<file path="src/hw/i2c_tt_pkg.sv">
// constants, codes and types shared by the target-transmit block
package i2c_tt_pkg;

    // clock and timing
    localparam int CLK_PERIOD_NS = 20;
    localparam int START_HOLD_NS = 4000;
    localparam logic [7:0] START_HOLD_CYC =
        8'((START_HOLD_NS + CLK_PERIOD_NS - 1) / CLK_PERIOD_NS);

    // register offsets on the plain register port
    localparam logic [3:0] OFS_CTRL = 4'h0;
    localparam logic [3:0] OFS_STAT = 4'h4;
    localparam logic [3:0] OFS_DATA = 4'h8;
    localparam logic [3:0] OFS_ADR = 4'hC;

    // control register field positions
    localparam int CTRL_START = 5;
    localparam int CTRL_STOP = 4;
    localparam int CTRL_INT = 3;
    localparam int CTRL_ACK = 2;

    // reset values
    localparam logic [7:0] RST_OWN_ADDR = 8'h00;
    localparam logic [7:0] RST_TX_DATA = 8'h00;

    // byte framing
    localparam logic [3:0] LAST_BIT = 4'h7;
    localparam logic [3:0] ACK_DRIVE = 4'h8;
    localparam logic [3:0] ACK_DONE = 4'h9;

    // status codes
    localparam logic [7:0] ST_BUS_ERR = 8'h00;
    localparam logic [7:0] ST_START_SENT = 8'h08;
    localparam logic [7:0] ST_ADDR_RD_ACK = 8'hA8;
    localparam logic [7:0] ST_ARB_LOST_RD = 8'hB0;
    localparam logic [7:0] ST_DATA_ACK = 8'hB8;
    localparam logic [7:0] ST_DATA_NACK = 8'hC0;
    localparam logic [7:0] ST_LAST_ACK = 8'hC8;
    localparam logic [7:0] ST_NO_INFO = 8'hF8;

    typedef enum logic [3:0] {
        S_IDLE = 4'h0,
        S_ADDR = 4'h1,
        S_ADDR_ACK = 4'h2,
        S_TX_BIT = 4'h3,
        S_TX_ACK = 4'h4,
        S_WAIT = 4'h5,
        S_ERR = 4'h6,
        S_START = 4'h7
    } state_t;

    // codes after which software hands over another byte to send
    function automatic logic is_tx_code(input logic [7:0] code);
        return (code == ST_ADDR_RD_ACK) || (code == ST_ARB_LOST_RD) || (code == ST_DATA_ACK);
    endfunction

endpackage

</file>
<file path="src/hw/line_events_if.sv">
// synchronised bus line levels and detected bus conditions
`timescale 1ns/1ps
`default_nettype none
interface line_events_if;
    logic scl_lvl;
    logic sda_lvl;
    logic scl_rise;
    logic scl_fall;
    logic start_det;
    logic stop_det;
    modport src (output scl_lvl, sda_lvl, scl_rise, scl_fall, start_det, stop_det);
    modport dst (input scl_lvl, sda_lvl, scl_rise, scl_fall, start_det, stop_det);
endinterface
`default_nettype wire

</file>
<file path="src/hw/i2c_target_tx.sv">
// target-transmit state handling with no-info and bus-error status
//
// How it works
// own read address acked reports A8
// ack flag low on release: final byte
// ack flag high on release: more bytes
// arbitration lost then read-addressed reports B0
// acked data byte reports B8, waits software
// software loads byte, stop low, clears flag
// unacked byte reports C0, leaves addressed mode
// ack flag high: own address recognised again
// start flag set: START once bus free
// flag clear reads status F8
// software takes no action on F8
// misplaced START/STOP gives status 00
// undefined internal state gives status 00
// recovery: software sets stop, clears flag
// recovery enters unaddressed, hardware clears stop
// recovery releases lines, no STOP sent
// recovery touches only internal state
// bus errors only while taking part
// final byte acked reports C8, then unaddressed
// SCL held low while status pending; for bus error status 00 the code releases SCL at once
//
// Our own choices: the register addresses and the address-and-strobe port.
`timescale 1ns/1ps
`default_nettype none
module i2c_target_tx
    import i2c_tt_pkg::*;
(
    // clock and reset
    input wire logic mclk_i,
    input wire logic reset_i,
    // bus lines, open drain
    input wire logic scl_i,
    input wire logic sda_i,
    output logic scl_o,
    output logic scl_oe_o,
    output logic sda_o,
    output logic sda_oe_o,
    // controller engine
    input wire logic ctrl_arb_lost_i,
    // register port
    input wire logic [3:0] reg_addr_i,
    input wire logic [7:0] reg_wdata_i,
    input wire logic reg_wr_i,
    input wire logic reg_rd_i,
    output logic [7:0] reg_rdata_o
);
    line_events_if ev ();

    line_watch u_watch (
        .mclk_i(mclk_i),
        .reset_i(reset_i),
        .scl_i(scl_i),
        .sda_i(sda_i),
        .ev(ev.src)
    );

    ////////////////////////////////////////////////////////////////////////////////
    state_t state_q, state_d;
    logic [3:0] cnt_q, cnt_d;
    logic [7:0] sh_q, sh_d, code_q, code_d, tx_data_q, tx_data_d, own_q, own_d;
    logic [7:0] timer_q, timer_d, rdata_q, rdata_d;
    logic int_q, int_d, start_q, start_d, stop_q, stop_d, ack_q, ack_d;
    logic last_q, last_d, lost_q, lost_d, gc_q, gc_d, ackbit_q, ackbit_d;
    logic busy_q, busy_d, pend_q, pend_d, sda_oe_q, sda_oe_d, scl_oe_q, scl_oe_d;
    logic involved, bus_err_evt, ctrl_wr;
    logic [7:0] rx_byte;

    assign ctrl_wr = reg_wr_i && (reg_addr_i == OFS_CTRL);
    assign rx_byte = {sh_q[6:0], ev.sda_lvl};

    // bus errors count only while addressed or acting as controller
    assign involved = (state_q == S_ADDR_ACK) || (state_q == S_TX_BIT) ||
        (state_q == S_TX_ACK) ||
        ((state_q == S_WAIT) && (is_tx_code(code_q) || code_q == ST_START_SENT));
    assign bus_err_evt = (ev.start_det || ev.stop_det) && involved;

    ////////////////////////////////////////////////////////////////////////////////
    always_comb begin
        state_d = state_q;
        cnt_d = cnt_q;
        sh_d = sh_q;
        code_d = code_q;
        tx_data_d = tx_data_q;
        own_d = own_q;
        timer_d = timer_q;
        int_d = int_q;
        start_d = start_q;
        stop_d = stop_q;
        ack_d = ack_q;
        last_d = last_q;
        lost_d = lost_q;
        gc_d = gc_q;
        ackbit_d = ackbit_q;
        busy_d = busy_q;
        pend_d = pend_q;
        sda_oe_d = sda_oe_q;
        scl_oe_d = scl_oe_q;
        rdata_d = 8'h00;

        // software side; writing one to the flag bit does nothing
        if (reg_wr_i) begin
            unique case (reg_addr_i)
                OFS_CTRL: begin
                    start_d = reg_wdata_i[CTRL_START];
                    stop_d = reg_wdata_i[CTRL_STOP];
                    ack_d = reg_wdata_i[CTRL_ACK];
                    if (!reg_wdata_i[CTRL_INT]) begin
                        int_d = 1'b0;
                    end
                end
                OFS_DATA: tx_data_d = reg_wdata_i;
                OFS_ADR: own_d = reg_wdata_i;
                default: ;
            endcase
        end
        if (reg_rd_i) begin
            unique case (reg_addr_i)
                OFS_CTRL: rdata_d = {2'b00, start_q, stop_q, int_q, ack_q, 2'b00};
                OFS_STAT: rdata_d = int_q ? code_q : ST_NO_INFO;
                OFS_DATA: rdata_d = tx_data_q;
                OFS_ADR: rdata_d = own_q;
                default: rdata_d = 8'h00;
            endcase
        end

        if (ev.start_det) begin
            busy_d = 1'b1;
        end
        if (ev.stop_det) begin
            busy_d = 1'b0;
        end

        // hardware writes come last so a set beats a same-cycle clear
        if (bus_err_evt) begin
            state_d = S_ERR;
            code_d = ST_BUS_ERR;
            int_d = 1'b1;
            sda_oe_d = 1'b0;
            scl_oe_d = 1'b0;
        end else begin
            unique case (state_q)
                S_IDLE: begin
                    if (pend_q && !busy_q) begin
                        state_d = S_START;
                        pend_d = 1'b0;
                        sda_oe_d = 1'b1;
                        timer_d = START_HOLD_CYC;
                    end else if (ev.start_det) begin
                        state_d = S_ADDR;
                        cnt_d = 4'h0;
                        lost_d = 1'b0;
                    end
                end
                S_ADDR: begin
                    if (ctrl_arb_lost_i) begin
                        lost_d = 1'b1;
                    end
                    if (ev.start_det) begin
                        cnt_d = 4'h0;
                    end else if (ev.stop_det) begin
                        state_d = S_IDLE;
                    end else if (ev.scl_rise) begin
                        sh_d = rx_byte;
                        cnt_d = 4'(cnt_q + 4'h1);
                        if (cnt_q == LAST_BIT) begin
                            // ack flag low: neither own nor broadcast address answered
                            gc_d = (rx_byte == 8'h00) && own_q[0];
                            if (ack_q && ((rx_byte[7:1] == own_q[7:1] && rx_byte[0]) ||
                                (rx_byte == 8'h00 && own_q[0]))) begin
                                state_d = S_ADDR_ACK;
                            end else begin
                                state_d = S_IDLE;
                            end
                        end
                    end
                end
                S_ADDR_ACK: begin
                    if (ev.scl_fall && cnt_q == ACK_DRIVE) begin
                        sda_oe_d = 1'b1;
                        cnt_d = ACK_DONE;
                    end else if (ev.scl_fall) begin
                        sda_oe_d = 1'b0;
                        if (gc_q) begin
                            // receive side lives elsewhere; only the ack is given here
                            state_d = S_IDLE;
                        end else begin
                            state_d = S_WAIT;
                            int_d = 1'b1;
                            scl_oe_d = 1'b1;
                            code_d = lost_q ? ST_ARB_LOST_RD : ST_ADDR_RD_ACK;
                        end
                    end
                end
                S_WAIT: begin
                    if (!int_q) begin
                        scl_oe_d = 1'b0;
                        if (is_tx_code(code_q)) begin
                            state_d = S_TX_BIT;
                            last_d = !ack_q;
                            sh_d = tx_data_q;
                            sda_oe_d = !tx_data_q[7];
                            cnt_d = 4'h0;
                        end else begin
                            state_d = S_IDLE;
                            sda_oe_d = 1'b0;
                            lost_d = 1'b0;
                            if (start_q) begin
                                pend_d = 1'b1;
                            end
                        end
                    end
                end
                S_TX_BIT: begin
                    if (ev.scl_fall) begin
                        cnt_d = 4'(cnt_q + 4'h1);
                        if (cnt_q == LAST_BIT) begin
                            sda_oe_d = 1'b0;
                            state_d = S_TX_ACK;
                        end else begin
                            sh_d = {sh_q[6:0], 1'b0};
                            sda_oe_d = !sh_q[6];
                        end
                    end
                end
                S_TX_ACK: begin
                    if (ev.scl_rise) begin
                        ackbit_d = ev.sda_lvl;
                    end
                    if (ev.scl_fall) begin
                        state_d = S_WAIT;
                        int_d = 1'b1;
                        scl_oe_d = 1'b1;
                        if (ackbit_q) begin
                            code_d = ST_DATA_NACK;
                        end else if (last_q) begin
                            code_d = ST_LAST_ACK;
                        end else begin
                            code_d = ST_DATA_ACK;
                        end
                    end
                end
                S_ERR: begin
                    // lines already released; nothing more goes onto the bus
                    if (!int_q && stop_q) begin
                        state_d = S_IDLE;
                        if (!ctrl_wr) begin
                            stop_d = 1'b0;
                        end
                    end
                end
                S_START: begin
                    if (timer_q == 8'h01) begin
                        state_d = S_WAIT;
                        scl_oe_d = 1'b1;
                        int_d = 1'b1;
                        code_d = ST_START_SENT;
                    end else begin
                        timer_d = 8'(timer_q - 8'h01);
                    end
                end
                default: begin
                    state_d = S_ERR;
                    code_d = ST_BUS_ERR;
                    int_d = 1'b1;
                    sda_oe_d = 1'b0;
                    scl_oe_d = 1'b0;
                end
            endcase
        end
    end

    always_ff @(posedge mclk_i) begin
        if (reset_i) begin
            state_q <= S_IDLE;
            cnt_q <= 4'h0;
            sh_q <= 8'h00;
            code_q <= ST_NO_INFO;
            tx_data_q <= RST_TX_DATA;
            own_q <= RST_OWN_ADDR;
            timer_q <= 8'h00;
            rdata_q <= 8'h00;
            int_q <= 1'b0;
            start_q <= 1'b0;
            stop_q <= 1'b0;
            ack_q <= 1'b0;
            last_q <= 1'b0;
            lost_q <= 1'b0;
            gc_q <= 1'b0;
            ackbit_q <= 1'b1;
            busy_q <= 1'b0;
            pend_q <= 1'b0;
            sda_oe_q <= 1'b0;
            scl_oe_q <= 1'b0;
        end else begin
            state_q <= state_d;
            cnt_q <= cnt_d;
            sh_q <= sh_d;
            code_q <= code_d;
            tx_data_q <= tx_data_d;
            own_q <= own_d;
            timer_q <= timer_d;
            rdata_q <= rdata_d;
            int_q <= int_d;
            start_q <= start_d;
            stop_q <= stop_d;
            ack_q <= ack_d;
            last_q <= last_d;
            lost_q <= lost_d;
            gc_q <= gc_d;
            ackbit_q <= ackbit_d;
            busy_q <= busy_d;
            pend_q <= pend_d;
            sda_oe_q <= sda_oe_d;
            scl_oe_q <= scl_oe_d;
        end
    end

    // open drain: the output value stays low, only the enable moves
    assign scl_o = 1'b0;
    assign sda_o = 1'b0;
    assign scl_oe_o = scl_oe_q;
    assign sda_oe_o = sda_oe_q;
    assign reg_rdata_o = rdata_q;
endmodule // i2c_target_tx
`default_nettype wire

</file>
<file path="src/hw/line_watch.sv">
// bus line synchroniser and start/stop/edge detector
`timescale 1ns/1ps
`default_nettype none
module line_watch (
    // clock and reset
    input wire logic mclk_i,
    input wire logic reset_i,
    // bus lines
    input wire logic scl_i,
    input wire logic sda_i,
    // detected events
    line_events_if.src ev
);
    logic scl_m_q, scl_s_q, scl_p_q, sda_m_q, sda_s_q, sda_p_q;
    logic scl_m_d, scl_s_d, scl_p_d, sda_m_d, sda_s_d, sda_p_d;

    always_comb begin
        scl_m_d = scl_i;
        scl_s_d = scl_m_q;
        scl_p_d = scl_s_q;
        sda_m_d = sda_i;
        sda_s_d = sda_m_q;
        sda_p_d = sda_s_q;
    end

    // idle bus floats high, so reset to one
    always_ff @(posedge mclk_i) begin
        if (reset_i) begin
            scl_m_q <= 1'b1;
            scl_s_q <= 1'b1;
            scl_p_q <= 1'b1;
            sda_m_q <= 1'b1;
            sda_s_q <= 1'b1;
            sda_p_q <= 1'b1;
        end else begin
            scl_m_q <= scl_m_d;
            scl_s_q <= scl_s_d;
            scl_p_q <= scl_p_d;
            sda_m_q <= sda_m_d;
            sda_s_q <= sda_s_d;
            sda_p_q <= sda_p_d;
        end
    end

    // only the second and third stages are looked at
    assign ev.scl_lvl = scl_s_q;
    assign ev.sda_lvl = sda_s_q;
    assign ev.scl_rise = scl_s_q & ~scl_p_q;
    assign ev.scl_fall = ~scl_s_q & scl_p_q;
    assign ev.start_det = scl_s_q & scl_p_q & ~sda_s_q & sda_p_q;
    assign ev.stop_det = scl_s_q & scl_p_q & sda_s_q & ~sda_p_q;
endmodule // line_watch
`default_nettype wire

</file>
<file path="config.mk">
export PLATFORM = sky130hd
export DESIGN_NAME = i2c_target_tx
export DESIGN_NICKNAME = d
export VERILOG_FILES = /design/src/hw/i2c_tt_pkg.sv /design/src/hw/line_events_if.sv /design/src/hw/i2c_target_tx.sv /design/src/hw/line_watch.sv
export SDC_FILE = /design/constraint.sdc
export NUM_CORES = 1
export LEC_CHECK = 0
export ABC_AREA = 1
export BUFFER_PORTS_ARGS = -buffer_cell sky130_fd_sc_hd__buf_4
export CORE_AREA = 2 2 89 82
export CTS_CLUSTER_DIAMETER = 30
export DETAILED_ROUTE_END_ITERATION = 10
export DIE_AREA = 0 0 91 84
export PLACE_DENSITY = 0.85
export SYNTH_ARGS = -nofsm -noshare
export SYNTH_HDL_FRONTEND = slang
export SYNTH_SLANG_ARGS = --single-unit
</file>
<file path="constraint.sdc">
create_clock -name mclk_i -period 2.9 [get_ports mclk_i]
set_input_delay 0.58 -clock mclk_i [delete_from_list [all_inputs] [get_ports mclk_i]]
set_output_delay 0.58 -clock mclk_i [all_outputs]
set_load 0.01 [all_outputs]
</file>
---- Word level (Yosys, flattened, before mapping) ----
Index checks and enable logic that the tools add are counted.
cells by class
  reductions and logical operators ........ 53
  add/sub/neg operators ................... 2
  bitwise logic cells ..................... 19
  multiplexer cells ....................... 94
  equal/unequal tests ..................... 60
operators by type and width
  cell                  number
  $mux W4               23
  $mux W8               9
  $pmux W8 S4           2
  $mux W7               9
  $ne A3 B3 Y1 const B  14
  $ne A2 B2 Y1 const B  19
  $mux W1               37
  $pmux W4 S8           1
  $eq A4 B3 Y1 const B  6
  $eq A8 B8 Y1 const B  3
  $reduce_and A12 Y1    2
  $reduce_and A6 Y1     4
  $pmux W7 S3           1
  $pmux W4 S5           1
  $pmux W8 S2           1
  $reduce_and A7 Y1     2
  $eq A4 B4 Y1 const B  3
  $ne A4 B4 Y1 const B  3
  $not A1 Y1            12
  $pmux W1 S5           2
  $reduce_and A10 Y1    1
  $logic_and A1 B1 Y1   9
  $reduce_and A9 Y1     1
  $eq A4 B2 Y1 const B  2
  other kinds (29)      61
storage, ports and cells
  flip-flop bits (word level) ............. 73
  output and inout bits ................... 12
  bits of input ports ..................... 19

---- Logic depth before layout (Yosys ltp) ----
  depth in word-level cells ............... 11
  gate-level depth with buffers ........... 13

---- Hierarchy ----
A second synthesis with hierarchy kept.
second synthesis, totals
  cells, all modules ...................... 567
  area total of the unflattened synthesis .. 3753.6 um^2
by module, submodules not included
  module         seq. area each (um^2)  area each (um^2)  instances  cells an instance
  i2c_target_tx  1261.2                 3555.9            1          543
  line_watch     120.1                  197.7             1          24

---- Worst setup path before layout ----
Ideal clock, no wire load.
  path kind ............................... input port to flip-flop
  start point ............................. input port reg_addr_i[1]
  end point ............................... register own_q[6]
  buffers on the path ..................... 1
  data arrival time ....................... 1616 ps
  setup time .............................. 119 ps
  data required time ...................... 2781 ps
  cell stages on the path ................. 7
  setup slack ............................. 1164 ps
  cells stage by stage .................... nor2_1 -> nand3_1 -> inv_1 -> nand2_1 -> buf_2 -> o21ai_0 -> a21oi_1
between the ends
  cells in the longest elaborated chain, start to end .. 2
RTL lines
  element                             RTL line              source
  start: declaration                  i2c_target_tx.sv:44   input wire logic [3:0] reg_addr_i,
  $eq A4 B4 Y1                        i2c_target_tx.sv:105  unique case (reg_addr_i)
  $reduce_and A2 Y1 (no source line)  -
  end signal: assignment              i2c_target_tx.sv:303  own_q <= own_d;
  end: declaration                    i2c_target_tx.sv:63   logic [7:0] sh_q, sh_d, code_q, code_d, tx_data_q, tx_data_d, own_q, own_d;
Every way passes these cells.
A chain may end at the register's enable or synchronous reset.

---- Worst setup path in the final report ----
  start point ............................. register state_q[2]
  end point ............................... register sh_q[4]
between the ends
  cells in the longest elaborated chain, start to end .. 7
  elaborated cells between the ends (all ways) .. 21
RTL lines
  element                             RTL line                                   source
  start: declaration                  i2c_target_tx.sv:61                        state_t state_q, state_d;
  start signal: assignment            i2c_target_tx.sv:298                       state_q <= state_d;
  $eq A4 B2 Y1 (on tied branches)     i2c_target_tx.sv:75, i2c_target_tx.sv:144
  $logic_or A1 B1 Y1 (2 in a row)     i2c_target_tx.sv:75                        assign involved = (state_q == S_ADDR_ACK) || (state_q == S_TX_BIT) ||
  $logic_or A1 B1 Y1                  i2c_target_tx.sv:76                        (state_q == S_TX_ACK) ||
  $logic_and A1 B1 Y1                 i2c_target_tx.sv:78                        assign bus_err_evt = (ev.start_det || ev.stop_det) && involved;
  $not A1 Y1 (no source line)         -
  $reduce_and A9 Y1 (no source line)  -
  end signal: assignment              i2c_target_tx.sv:279                       sh_q <= 8'h00;
  end signal: assignment              i2c_target_tx.sv:300                       sh_q <= sh_d;
  end: declaration                    i2c_target_tx.sv:63
Several ways; a longest one is shown, not always the timed one.

==> results.cfg <==
[clock_network]
cts_tree = done
cts_buffer_depth = 2
cts_made_buffers = 9
path_clk_slew_ns = 0.08
clock_latency_ns = 0.36
hold_buffers = 0
cts_sinks = 69
cts_setup_buffers = 0
cts_resized = 0
cts-root-buf = clkbuf_8
cts.htree.levels = 3

[synthesis]
ys.flop_type = dfxtp_1
synthCells = 574
synth.yosys.seq_area_share_pct = 37.0
ys_ff_latch = 69
yosysWarnings = 0
avgSynthCellArea_um2 = 6.50
synth.distinct_cells = 37
synth-async-reset-ratio_pct = 0
synth_area_um2 = 3730
synth_edf_count = 0

[power]
power_density_nw_per_um2 = 899
p_leak_nw = 2.00
ir_drop_mv = 0.435
finalPower_mw = 3.73

[min_path]
min_to = u_watch.ev.sda_lvl
hp-class = flop to flop
hp-start = u_watch.sda_m_q
whs_path_depth = 1

[route]
vias = 3717
wirelength_um = 9650
drt_iter0_drc = 360
wire_per_inst_um = 13.9
drc = 0
ant_nets = 0
vias_per_cell = 5.34
dr.pass1.iters = 4

[cells_and_area]
stdcell_count = 696
drive_gt1_share_pct = 12.9
design_area_um2 = 4150
final_util_pct = 60.8
diodes = 0
num-nets-final = 623
area_growth_pct = 11.2

[setup_path]
cpPeakStageDelay_ns = 0.64
worstReg2RegStart = state_q[2]
critPathLaunchType = flop
crit_chain = inv_2 > nor2_8 > nand3_4 > nand3_1 > nand2_2 > nand3_2 > nand2_1 > nand2_1 > nor2_1
cp_common_cell = nand2_1
crit_fanout = 16
regToRegSetupSlack_ns = 0.85
cp.arrival_ns = 2.30
critPathRequiredTime_ns = 3.15
worstSetupPathType = flop to flop
cp_slowest_cell = dfxtp_1
reg2regPathDepth = 9
reg2reg_to = sh_q[4]
end_kind = flop

[sta]
relSlewSlack_pct = 60.0
rsz0062_at_grt = no
whs_ns = 0.409
min_period_ns = 2.05
hold_viol = 0
slew_violations = 0
fin_setup_tns_ns = 0
tightestPinTransition_ns = 0.598
setup_slack_ns = 0.847
setup_viol = 0
finalCritPeriodShare_pct = 70.8
fmax_mhz = 487
finClkSkew_ns = 0.00957

[run]
cap_violations = 0

[placed_design]
numPortBuffers = 28
place.gp.congestion = 0.930
placed_cells = 682
dpl_cell_area_um2 = 3970
pre_cts_ws_ns = 0.752
dp_hpwl_um = 7350

[floorplan]
row_count = 29
die_y_um = 84
fp.dieW_um = 91
start_util_pct = 54.7
pin_count = 31
core-area_um2 = 6820
design.die.area_um2 = 7640

[grt]
grt_pass1_wl_um = 15800
grt_antenna_before_repair = 0
grt_overflow_total = 0
grt_pass1_vias = 3281
grt_max_degree = 20
grt_use_total_pct = 25.9

[run_status]
outcome = completed
## per-layer routing
metal  global-route usage, %  up-vias  wire (um)
li1                        -     1873          -
met1                    37.2     1670       4560
met5                       0        -          0
met2                    37.4      154       4110
met3                    7.41       20        821
met4                    7.71        0        159
## flip-flops by register name, indices dropped and copies added, names as in the netlist, 3 cells and up
register     flops
reg_rdata_o      8
sh_q             7
cnt_q            4
state_q          3
tx_data_q        8
code_q           5
timer_q          8
own_q            8
## logic make-up (layout without fill, tap and decap cells)
| logic type | after synthesis | after routing | share of synthesized area [%] |
|---|---|---|---|
| and+or+nand+nor | 307 | 307 | 36.5 |
| buffers and inverters | 96 | 124 | 11.0 |
| AOI/OAI and AO/OA | 95 | 95 | 13.6 |
| DFF | 69 | 69 | 37.0 |
| adders and majority gates | 4 | 4 | 1.34 |
| xor gates and xnor gates | 2 | 2 | 0.470 |
| other | 1 | 2 | 0.101 |
## layout make-up
type,instances,area [um^2]
clock buffers,9,124
multi-input cells,410,1940
flip-flops and latches,69,1380
well taps,93,116
inverters,80,303
repair buffers,30,225
fillers,658,2680
clock inverters,5,53.8
## critical path, delay by kind of cell (launching register included)
| kind | cells | cell delay (ns) |
|---|---|---|
| flops | 1 | 0.64 |
| buf+inv | 1 | 0.16 |
| simple gates | 8 | 1.14 |
## synth_stat cells, types with 2 or more instances
cell type	n	share of area, %
a21oi_1	37	5.0
nor2_1	80	8.1
nor3_1	12	1.6
clkbuf_1	7	0.70
buf_6	4	1.2
nand4_1	9	1.5
nor2_2	8	1.3
a31oi_1	4	0.67
nand2_2	7	1.2
ha_1	4	1.3
o22ai_1	10	1.7
buf_4	4	0.81
dfxtp_1	69	37
nand2_1	145	15
and3_1	2	0.34
inv_2	4	0.40
or2_2	6	1.0
nand3_2	3	0.81
o21ai_0	40	5.4
inv_1	74	7.4
nand3_1	29	3.9
## power by group
group | leakage [nW] | internal (mW) | switching, mW | total (mW)
registers | 0.562 | 1.11 | 0.186 | 1.30
clock network | 0.0947 | 0.384 | 0.365 | 0.749
logic | 1.34 | 0.566 | 1.11 | 1.68
## layout by cell type, fill, tap and decap left out, types with 2 or more instances in the layout
master    synthesis  final
clkinv_2          0      3
or2_2             6      6
a31oi_1           4      4
dfxtp_1          69     69
nor2_2            8      8
nand3_2           3      3
nand4_1           9      9
nand3_1          29     29
o22ai_1          10     10
a21oi_1          37     37
nand2_2           7      7
buf_4             4     30
inv_1            74     74
o21ai_0          40     40
inv_2             4      4
nand2_1         145    145
nor3_1           12     12
conb_1            1      2
and3_1            2      2
clkbuf_8          0      9
nor2_1           80     80
ha_1              4      4
## worst max path at each step
stage / endpoint / start / slack [ns] / cells after the start
2_1_floorplan: own_q[6] / reg_addr_i[1] / 1.16 / 7
3_3_place_gp: tx_data_q[6] / reg_addr_i[1] / 0.83 / 5
3_5_place_dp: own_q[4] / reg_addr_i[1] / 0.75 / 7
4_1_cts: sh_q[4] / state_q[2] / 0.87 / 9
5_1_grt: sh_q[3] / state_q[2] / 0.65 / 9
6_report: sh_q[4] / state_q[2] / 0.85 / 9
Note: power is estimated with default switching activity, not from simulation.
